[config.mk]
export PLATFORM = sky130hd
export DESIGN_NAME = gwd_top
export DESIGN_NICKNAME = d
export VERILOG_FILES = /design/src/gwd_pkg.sv /design/src/gwd_tick_if.sv /design/src/gwd_top.sv /design/src/gwd_prescaler.sv
export SDC_FILE = /design/constraint.sdc
export NUM_CORES = 1
export LEC_CHECK = 0
export BUFFER_PORTS_ARGS = -buffer_cell sky130_fd_sc_hd__buf_2
export CORE_ASPECT_RATIO = 1.75
export CORE_MARGIN = 2
export CORE_UTILIZATION = 30
export DETAILED_ROUTE_END_ITERATION = 6
export SLEW_MARGIN = 0
export SYNTH_ARGS = -nofsm -noshare
export SYNTH_HDL_FRONTEND = slang
export SYNTH_SLANG_ARGS = --single-unit
[constraint.sdc]
create_clock -name clk -period 3.3 [get_ports clk]
set_clock_uncertainty 0.1 [all_clocks]
set_input_delay 0.33 -clock clk [delete_from_list [all_inputs] [get_ports clk]]
set_output_delay 0.33 -clock clk [all_outputs]
set_load 0.03 [all_outputs]
[src/gwd_pkg.sv]
package gwd_pkg;

  // register byte addresses
  localparam logic [7:0] OFF_CTRL   = 8'h00;
  localparam logic [7:0] OFF_COUNT  = 8'h04;
  localparam logic [7:0] OFF_CLKSEL = 8'h08;

  // control/status bit positions
  localparam int BIT_CWE_INH  = 7;
  localparam int BIT_CWE      = 6;
  localparam int BIT_RWE_INH  = 5;
  localparam int BIT_RWE      = 4;
  localparam int BIT_RUN_INH  = 3;
  localparam int BIT_RUN      = 2;
  localparam int BIT_FLAG_INH = 1;
  localparam int BIT_FLAG     = 0;

  // inhibit positions always read as one
  localparam logic [7:0] INHIBIT_READ_MASK = 8'haa;

  // reset values, counter top value and clksel read-back upper bits
  localparam logic       CWE_RESET     = 1'b0;
  localparam logic       RWE_RESET     = 1'b0;
  localparam logic       RUN_RESET     = 1'b0;
  localparam logic       FLAG_RESET    = 1'b0;
  localparam logic [7:0] COUNT_RESET   = 8'h00;
  localparam logic [7:0] COUNT_MAX     = 8'hff;
  localparam logic [3:0] CLKSEL_RESET  = 4'hf;
  localparam logic [3:0] CLKSEL_UPPER  = 4'hf;

  // prescaler: smallest division is 2**6 = 64, largest 2**13 = 8192
  localparam int          DIV_W        = 13;
  localparam logic [12:0] DIV_MIN_MASK = 13'h003f;
  localparam logic [12:0] DIV_RESET    = 13'h0000;

  // internal reset pulse length in oscillator cycles
  localparam int         RST_HOLD_OSC = 256;
  localparam logic [8:0] RST_HOLD_LAST = 9'(RST_HOLD_OSC - 1);
  localparam logic [8:0] RST_CNT_RESET = 9'h000;

  typedef enum logic [0:0]
  {
    GWD_IDLE = 1'b0,
    GWD_HOLD = 1'b1
  } gwd_phase_t;

  typedef struct packed
  {
    logic        cwe;
    logic        rwe;
    logic        run;
    logic        flag;
    logic [7:0]  count;
    logic [3:0]  clksel;
    gwd_phase_t  phase;
    logic [8:0]  rst_cnt;
  } gwd_state_t;

  typedef struct packed
  {
    logic [DIV_W-1:0] div;
    logic             osc_prev;
  } gwd_pre_state_t;

endpackage

[src/gwd_tick_if.sv]
`timescale 1ns/100ps
interface gwd_tick_if;
  logic [3:0] clock_select;
  logic       count_tick;
  logic       osc_tick;

  modport core
  (
    output clock_select,
    input  count_tick,
    input  osc_tick
  );

  modport pre
  (
    input  clock_select,
    output count_tick,
    output osc_tick
  );
endinterface

[src/gwd_top.sv]
// Contract
// - 8-bit up counter raises internal reset when it overflows unattended.
// - counter clock is system clock /64 to /8192 or internal oscillator.
// - oscillator-clocked watchdog keeps guarding in every chip mode.
// - overflow period settable from 1 to 256 counter clocks.
// - counter write enable changes only when bit 7 written as 0.
// - counter accepts writes only while counter write enable is 1.
// - register write enable changes only when bit 5 written as 0.
// - run and flag bits writable only while register write enable is 1.
// - run bit changes only when bit 3 written as 0.
// - counter counts while run is 1, holds while run is 0.
// - run set or cleared by guarded write; cleared by reset pin.
// - flag bit changes only when bit 1 written as 0.
// - flag bit set on every overflow; an overflow while internal reset is held does not restart it.
// - flag cleared by reset pin or guarded write of 0.
// - inhibit positions 7, 5, 3, 1 always read as 1.
// - select codes 1000-1111 give /64../8192, MSB 0 gives oscillator.
// - internal reset held for 256 oscillator cycles after overflow.
// - counter resets to 00 and resumes counting from a written value.
//
// The placing of the registers and the APB interface to the registers were chosen for this implementation.
`timescale 1ns/100ps
module gwd_top
#(
  parameter int ADDR_W = 8
)
(
  // clock and reset
  input  wire logic              clk,
  input  wire logic              reset,
  // apb slave
  input  wire logic              psel,
  input  wire logic              penable,
  input  wire logic              pwrite,
  input  wire logic [ADDR_W-1:0] paddr,
  input  wire logic [31:0]       pwdata,
  output logic      [31:0]       prdata,
  output logic                   pready,
  output logic                   pslverr,
  // internal oscillator level
  input  wire logic              osc_in,
  // chip reset request
  output logic                   wdt_reset_out
);

  ////////////////////////////////////////////////////////////////////////////
  gwd_pkg::gwd_state_t st_r;
  gwd_pkg::gwd_state_t st_nxt;
  logic                access;
  logic                wr;
  logic                hit_ctrl;
  logic                hit_count;
  logic                hit_clksel;
  logic                wr_ctrl;
  logic                wr_count;
  logic                wr_clksel;
  logic                overflow;
  logic [7:0]          ctrl_read;
  logic [7:0]          wd;

  gwd_tick_if tk ();

  gwd_prescaler u_pre
  (
    .clk    (clk),
    .reset  (reset),
    .osc_in (osc_in),
    .tk     (tk)
  );

  assign tk.clock_select = st_r.clksel;

  ////////////////////////////////////////////////////////////////////////////
  // apb decode, zero wait states
  assign access     = psel & penable;
  assign wr         = access & pwrite;
  assign hit_ctrl   = paddr == ADDR_W'(gwd_pkg::OFF_CTRL);
  assign hit_count  = paddr == ADDR_W'(gwd_pkg::OFF_COUNT);
  assign hit_clksel = paddr == ADDR_W'(gwd_pkg::OFF_CLKSEL);
  assign wr_ctrl    = wr & hit_ctrl;
  assign wr_count   = wr & hit_count;
  assign wr_clksel  = wr & hit_clksel;
  assign wd         = pwdata[7:0];
  assign pready     = 1'b1;
  assign pslverr    = access & ~(hit_ctrl | hit_count | hit_clksel);

  always_comb
  begin
    ctrl_read                        = gwd_pkg::INHIBIT_READ_MASK;
    ctrl_read[gwd_pkg::BIT_CWE]      = st_r.cwe;
    ctrl_read[gwd_pkg::BIT_RWE]      = st_r.rwe;
    ctrl_read[gwd_pkg::BIT_RUN]      = st_r.run;
    ctrl_read[gwd_pkg::BIT_FLAG]     = st_r.flag;
  end

  always_comb
  begin
    prdata = 32'h0000_0000;
    if (psel & ~pwrite)
    begin
      if (hit_ctrl)
      begin
        prdata[7:0] = ctrl_read;
      end
      else if (hit_count)
      begin
        prdata[7:0] = st_r.count;
      end
      else if (hit_clksel)
      begin
        prdata[7:0] = {gwd_pkg::CLKSEL_UPPER, st_r.clksel};
      end
    end
  end

  ////////////////////////////////////////////////////////////////////////////
  // overflow from ff on a tick
  // oscillator tick runs regardless of chip mode
  assign overflow = st_r.run & tk.count_tick & (st_r.count == gwd_pkg::COUNT_MAX);

  always_comb
  begin
    st_nxt = st_r;

    // counter enable guarded by bit 7
    if (wr_ctrl && !wd[gwd_pkg::BIT_CWE_INH])
    begin
      st_nxt.cwe = wd[gwd_pkg::BIT_CWE];
    end
    // register enable guarded by bit 5
    if (wr_ctrl && !wd[gwd_pkg::BIT_RWE_INH])
    begin
      st_nxt.rwe = wd[gwd_pkg::BIT_RWE];
    end
    if (wr_ctrl && st_r.rwe && !wd[gwd_pkg::BIT_RUN_INH])
    begin
      st_nxt.run = wd[gwd_pkg::BIT_RUN];
    end
    if (wr_ctrl && st_r.rwe && !wd[gwd_pkg::BIT_FLAG_INH])
    begin
      st_nxt.flag = wd[gwd_pkg::BIT_FLAG];
    end
    // overflow sets flag, wins over clear
    if (overflow)
    begin
      st_nxt.flag = 1'b1;
    end

    // write loads counter, wins over a tick
    if (wr_count && st_r.cwe)
    begin
      st_nxt.count = wd;
    end
    else if (st_r.run && tk.count_tick)
    begin
      st_nxt.count = st_r.count + 8'h01;
    end

    if (wr_clksel)
    begin
      st_nxt.clksel = wd[3:0];
    end

    // hold internal reset for 256 oscillator cycles
    case (st_r.phase)
      gwd_pkg::GWD_IDLE:
      begin
        if (overflow)
        begin
          st_nxt.phase   = gwd_pkg::GWD_HOLD;
          st_nxt.rst_cnt = gwd_pkg::RST_CNT_RESET;
        end
      end
      gwd_pkg::GWD_HOLD:
      begin
        if (tk.osc_tick)
        begin
          if (st_r.rst_cnt == gwd_pkg::RST_HOLD_LAST)
          begin
            st_nxt.phase = gwd_pkg::GWD_IDLE;
          end
          else
          begin
            st_nxt.rst_cnt = st_r.rst_cnt + 9'h001;
          end
        end
      end
      default:
      begin
        st_nxt.phase = gwd_pkg::GWD_IDLE;
      end
    endcase
  end

  // reset pin clears run and flag
  always_ff @(posedge clk or posedge reset)
  begin
    if (reset)
    begin
      st_r.cwe     <= gwd_pkg::CWE_RESET;
      st_r.rwe     <= gwd_pkg::RWE_RESET;
      st_r.run     <= gwd_pkg::RUN_RESET;
      st_r.flag    <= gwd_pkg::FLAG_RESET;
      st_r.count   <= gwd_pkg::COUNT_RESET;
      st_r.clksel  <= gwd_pkg::CLKSEL_RESET;
      st_r.phase   <= gwd_pkg::GWD_IDLE;
      st_r.rst_cnt <= gwd_pkg::RST_CNT_RESET;
    end
    else
    begin
      st_r <= st_nxt;
    end
  end

  assign wdt_reset_out = st_r.phase == gwd_pkg::GWD_HOLD;
endmodule

[src/gwd_prescaler.sv]
`timescale 1ns/100ps
module gwd_prescaler
(
  // clock and reset
  input  wire logic clk,
  input  wire logic reset,
  // internal oscillator, sampled level
  input  wire logic osc_in,
  // ticks to the core
  gwd_tick_if.pre   tk
);

  gwd_pkg::gwd_pre_state_t st_r;
  gwd_pkg::gwd_pre_state_t st_nxt;
  logic [gwd_pkg::DIV_W-1:0] mask;
  logic                      div_tick;

  always_comb
  begin
    st_nxt          = st_r;
    st_nxt.div      = st_r.div + 13'h0001;
    st_nxt.osc_prev = osc_in;
    mask     = 13'((14'h0040 << tk.clock_select[2:0]) - 14'h0001);
    div_tick = (st_r.div & mask) == mask;
  end

  always_ff @(posedge clk or posedge reset)
  begin
    if (reset)
    begin
      st_r.div      <= gwd_pkg::DIV_RESET;
      st_r.osc_prev <= 1'b0;
    end
    else
    begin
      st_r <= st_nxt;
    end
  end

  assign tk.osc_tick   = osc_in & ~st_r.osc_prev;
  assign tk.count_tick = tk.clock_select[3] ? div_tick : tk.osc_tick;
endmodule

==> results.txt, run 1 <==
async set-or-reset flop fraction in the synthesized netlist -> 100%
Clock transition at path regs -> 60 ps
DRT Pass-1 Iters -> 4
fmax -> 384 MHz
# IOs -> 81
Multi-input gate area -> 1220 um^2
commonest non-fill, non-tap cells in the layout -> nor2_1 (42), dfrtp_1 (36), buf_2 (31)
most common cell after layout, fill and taps aside -> nor2_1
CP Launch Type -> flop
total grt overflow -> 0
largest net degree at the start of global routing -> 41
n_diodes -> 0
Num CTS Buffers -> 5
Placement Rows -> 42
GRT Util Overall -> 12.7%
nets -> 342
CP Capture Type -> flop
Slew Viols, Final -> 0
clk sinks -> 40
crit-path max cell delay -> 420 ps
synthesized cell area -> 2370 um^2
ys flop type -> dfrtp_1
DRC -> 0
Synth-to-Final Area Change -> 12.9%
Worst-Margin Slew -> 644 ps
post-route cell area -> 2680 um^2
post-synthesis xor/xnor area fraction -> 6.64%
Hold Crit Class -> primary input to async pin
register area share after synthesis -> 42.4%
clk_lat worst skew -> 290 ps
CP arrival -> 2680 ps
total number of vias -> 1883
Mapped Cells -> 258
ANT nets after route -> 0
Netlist cell types -> 42
placed instance area -> 2530 um^2
number of flops mapped to enable cells by yosys -> 0
slowest cell on the critical path -> dfrtp_1
WP buf/inv -> 0
TritonCTS clock tree -> yes
HPWL after detailed placement -> 3900 um
adder-cell area share of the yosys netlist -> 2.11%
Syn Area/Cell -> 9.20 um^2
fin crit period -> 2600 ps
hold-fix buffers at CTS -> 0
layout cell share with drive strength beyond 1 -> 18.4%
CP max FO -> 9
CP cell instances -> ha_1 -> and3_1 -> and3_1 -> and3_1 -> ha_1 -> nor2_1 -> a21oi_2 -> a221o_1
fin worst setup slack -> 696 ps
CP Class -> flop to flop
CP most frequent cell -> and3_1
Filler cells -> 770
FF/Latch Area -> 1010 um^2
initial DRC count -> 49
crit share post-route -> 78.9%
LEAKAGE -> 1.27 nW
Synth Area in Compound Gates -> 11.8%
clk buf depth -> 2
simple-gate share of the synthesized area -> 22.5%
vias in the first global route -> 1818
overall power -> 1.07 mW
power per standard cell area -> 399 nW/um^2
Top delay family on crit path -> simple AND/OR/NAND/NOR gates
yosys warns -> 0
Setup violations, final -> 0
drt wl/cell -> 13.6 um
normalized max-slew margin -> 57.0%
first-pass GRT wire length -> 8620 um
status -> finished clean
clock root buffer -> clkbuf_16
Worst Path Required -> 3370 ps
FF+latch count, synth -> 40
H-tree depth -> 2
Die Height -> 122 um
max_cap viols -> 0
post-CTS sizing -> 0
largest family of logic cells by synthesized area -> simple AND/OR/NAND/NOR gates
DIE AREA -> 8670 um^2
setup TNS -> 0 ps
Die Wd -> 71.2 um
hold_ws -> 49.6 ps
post-synthesis mux area share -> 4.59%
RePlAce Congestion -> 0.822
core box area -> 7620 um^2
Initial Util -> 31.1%
Port-buffer cells -> 31
Peak supply drop -> 0.000359 V
setup repair bufs after CTS -> 0
Final Hold Vio Count -> 0
RSZ-0062 raised after global routing -> false
total wire length -> 5180 um
vias per cell -> 4.94
dpl ws -> 701 ps
initial antenna violation count -> 0
## per-layer routing
metal,track usage (%),share of wire (%)
met2,23.2,56
met1,13.7,38
met5,0,0
met3,2.40,3.9
met4,5.78,2.2
## through the flow
stage / utilization [%] / std cells
after floorplan: - / 281
after global placement: 33.2 / 373
after detailed placement: 33.2 / 373
after CTS: 35.2 / 381
after global routing: 35.2 / 381
final: 35.2 / 381
## final cells by class
cell class | instances | area share (%)
Clock buffer | 8 | 5.46
Inverter | 8 | 1.12
Sequential cell | 40 | 37.6
Timing Repair Buffer | 32 | 6.07
Tap cell | 88 | 4.11
Multi-Input combinational cell | 205 | 45.7
## final timing paths
kind,endpoint,startpoint,cells past startpoint,slack (ps)
max reg2reg,st_r[6],st_r[0],8,700
max,st_r[6],st_r[0],8,700
max in group asynchronous,tk.clock_select[1],reset,3,2670
min reg2reg,u_pre.st_r[13],u_pre.st_r[13],1,360
min,st_r[2],reset,3,50
min in group clk,u_pre.st_r[0],osc_in,1,60
## cells by family after synthesis
kind of cell	count (synthesis)
flops	40
fa+ha+maj	4
mux	10
compound gates	44
simple gates	104
other cells	2
xor+xnor	18
buf+inv	36
## sequential cells by signal (all words and copies together), names as in the netlist
| signal | count |
|---|---|
| tk.clock_select | 4 |
| wdt_reset_out | 1 |
| st_r | 17 |
| ctrl_read | 4 |
| u_pre.st_r | 14 |
## cells in the mapped netlist, types with 4 or more instances
| cell | n | area [um^2] |
|---|---|---|
| and3_1 | 9 | 56.3 |
| nand2b_1 | 4 | 25.0 |
| dfstp_2 | 4 | 105 |
| mux2_2 | 7 | 78.8 |
| o21ai_0 | 8 | 40.0 |
| nor2_1 | 42 | 158 |
| nand4_1 | 5 | 31.3 |
| inv_1 | 8 | 30.0 |
| dfrtp_1 | 36 | 901 |
| nand3_1 | 10 | 50.1 |
| nand2_1 | 14 | 52.6 |
| xor2_1 | 11 | 96.3 |
| a21oi_1 | 21 | 105 |
| buf_4 | 25 | 188 |
| xnor2_1 | 7 | 61.3 |
| ha_1 | 4 | 50.1 |
| nor4_1 | 4 | 25.0 |
## worst min-delay path, delay by kind of cell
kind | cells | cell delay [ps]
buf+inv | 3 | 550
## power by group
group,total [mW],switching [mW],leakage (nW),internal [mW]
clock network,0.490,0.188,0.0712,0.301
registers,0.495,0.00159,0.522,0.493
logic,0.0854,0.0688,0.678,0.0166
total,1.07,0.259,1.27,0.811
Note: power is estimated with default switching activity, not from simulation.
==> run 2: changes to the inputs <==
==> constraint.sdc (replaced) <==
create_clock -name clk -period 2.35 [get_ports clk]
set_clock_uncertainty 0.1 [all_clocks]
set_input_delay 0.235 -clock clk [delete_from_list [all_inputs] [get_ports clk]]
set_output_delay 0.235 -clock clk [all_outputs]
set_load 0.03 [all_outputs]
==> run 2 against run 1 <==
Against the previous run: register-to-register slack got worse by 530 ps; non-clock buffer count is 11 higher; largest cell class unchanged; die area stayed put; critical path type unchanged.
==> results.txt, run 2 (synthesized netlist as in run 1, its figures left out) <==
clock root buffer -> clkbuf_16
DRT Pass-1 Iters -> 6
Layout Cells excl Fill -> 392
CP Class -> flop to flop
clk sinks -> 40
post-route cell area -> 2780 um^2
crit-path max cell delay -> 410 ps
Max Used Layer -> met4
CP Launch Type -> flop
CP most frequent cell -> and3_1
Placed Instances -> 382
Synth-to-Final Area Change -> 17.0%
R2R cell count -> 10
setup repair bufs after CTS -> 0
DIE AREA -> 8670 um^2
Die Wd -> 71.2 um
DRC -> 0
Die Height -> 122 um
clk buf depth -> 2
Slew Viols, Final -> 0
Filler cells -> 765
initial DRC count -> 53
nets -> 353
met2 wire len -> 2900 um
vias in the first global route -> 1933
CP arrival -> 2220 ps
Worst-Margin Slew -> 521 ps
first-pass GRT wire length -> 8890 um
Net Sw Power -> 0.358 mW
power per standard cell area -> 540 nW/um^2
ANT nets after route -> 0
logic gate share of total power -> 8.2%
total number of vias -> 1947
overall power -> 1.50 mW
total wire length -> 5280 um
# IOs -> 81
Setup violations, final -> 0
Hold Crit Class -> primary input to flop
hold path depth -> 2
Peak supply drop -> 0.000602 V
switch share -> 23.9%
GRT Util Overall -> 13.2%
commonest non-fill, non-tap cells in the layout -> nor2_1 (41), dfrtp_1 (36), buf_2 (31)
drt wl/cell -> 13.5 um
CP cell instances -> ha_2 -> and3_1 -> and3_1 -> and3_1 -> ha_2 -> nor2_2 -> a21oi_2 -> buf_4 -> nand2_1 -> o311ai_0
layout cell share with drive strength beyond 1 -> 21.7%
most common cell after layout, fill and taps aside -> nor2_1
HPWL after detailed placement -> 4010 um
H-tree depth -> 2
Top reg by flops -> st_r
Placement Rows -> 42
TritonCTS clock tree -> yes
RSZ-0062 raised after global routing -> false
utilization after layout -> 36.4%
Worst Path Required -> 2390 ps
normalized max-slew margin -> 65.2%
fmax -> 459 MHz
crit share post-route -> 92.8%
Flop pwr share -> 46.3%
fin crit period -> 2180 ps
max_cap viols -> 0
Clock transition at path regs -> 60 ps
total grt overflow -> 0
Clk pwr share -> 45.5%
CP Capture Type -> flop
FF/Latch Area -> 1010 um^2
clk_lat worst skew -> 290 ps
initial antenna violation count -> 0
RePlAce Congestion -> 0.862
M1 WL -> 1910 um
n_diodes -> 0
Initial Util -> 31.1%
slowest cell on the critical path -> dfrtp_1
vias per cell -> 4.97
met3 WL post-DR -> 226 um
largest net degree at the start of global routing -> 41
max reg flops -> 17
status -> finished clean
LEAKAGE -> 1.32 nW
CP max FO -> 4
Port-buffer cells -> 31
Num CTS Buffers -> 5
total internal power -> 1.14 mW
placed instance area -> 2600 um^2
largest registers -> st_r (17), u_pre.st_r (14)
Final Hold Vio Count -> 0
core box area -> 7620 um^2
Multi-input gate area -> 1230 um^2
run 2: worst max-delay path, delay by kind of cell, from the launching register on:
family / cells / cell delay (ps)
simple gates: 5 / 790
buf+inv: 1 / 170
fa+ha+maj: 2 / 390
compound gates: 2 / 180
flops: 1 / 410
run 2: stage by stage:
step | setup TNS, ps | hold WS [ps] | setup WS [ps]
after global placement | 0 | 258 | 78.9
final | 0 | 109 | 169
after global routing | 0 | 123 | 41.5
after CTS | 0 | 107 | 61.8
after detailed placement | 0 | 259 | 74.1
after floorplan | -57.4 | 166 | -28.7
run 2: power by group through the flow:
stage	Sequential [mW]	Clock [mW]	Combinational, mW
finish	0.695	0.682	0.122
global route	0.695	0.722	0.134
CTS	0.695	0.702	0.123
detailed placement	0.707	0	0.120
global placement	0.707	0	0.119
floorplan	0.706	0	0.117
run 2: layer usage:
metal  vias to the layer above  global-route usage (%)
li1                        941                       -
met1                       924                    13.7
met2                        64                    23.3
met3                        18                    2.81
met4                         0                    8.73
met5                         -                       0
run 2: path summary, 6_finish.rpt:
path | from | end | slack, ps
hold reg to reg | u_pre.st_r[13] | u_pre.st_r[13] | 370
max in group asynchronous | reset | tk.clock_select[1] | 1240
setup reg to reg | st_r[1] | st_r[3] | 170
setup / recovery | st_r[1] | st_r[3] | 170
min in group asynchronous | reset | u_pre.st_r[0] | 520
hold / removal | pwdata[6] | ctrl_read[6] | 110
run 2: what timing repair did:
action                     CTS  global route
setup endpoints to repair    0             9
hold endpoints to repair    37             0
gates resized for setup      0             3
hold buffers                 2             0
run 2: cell type report:
cell class | instances | area share (%)
repair buffers | 43 | 9.01
multi-input cells | 205 | 44.4
clock buffers | 8 | 5.27
inverters | 8 | 1.08
well taps | 88 | 3.97
flip-flops and latches | 40 | 36.2
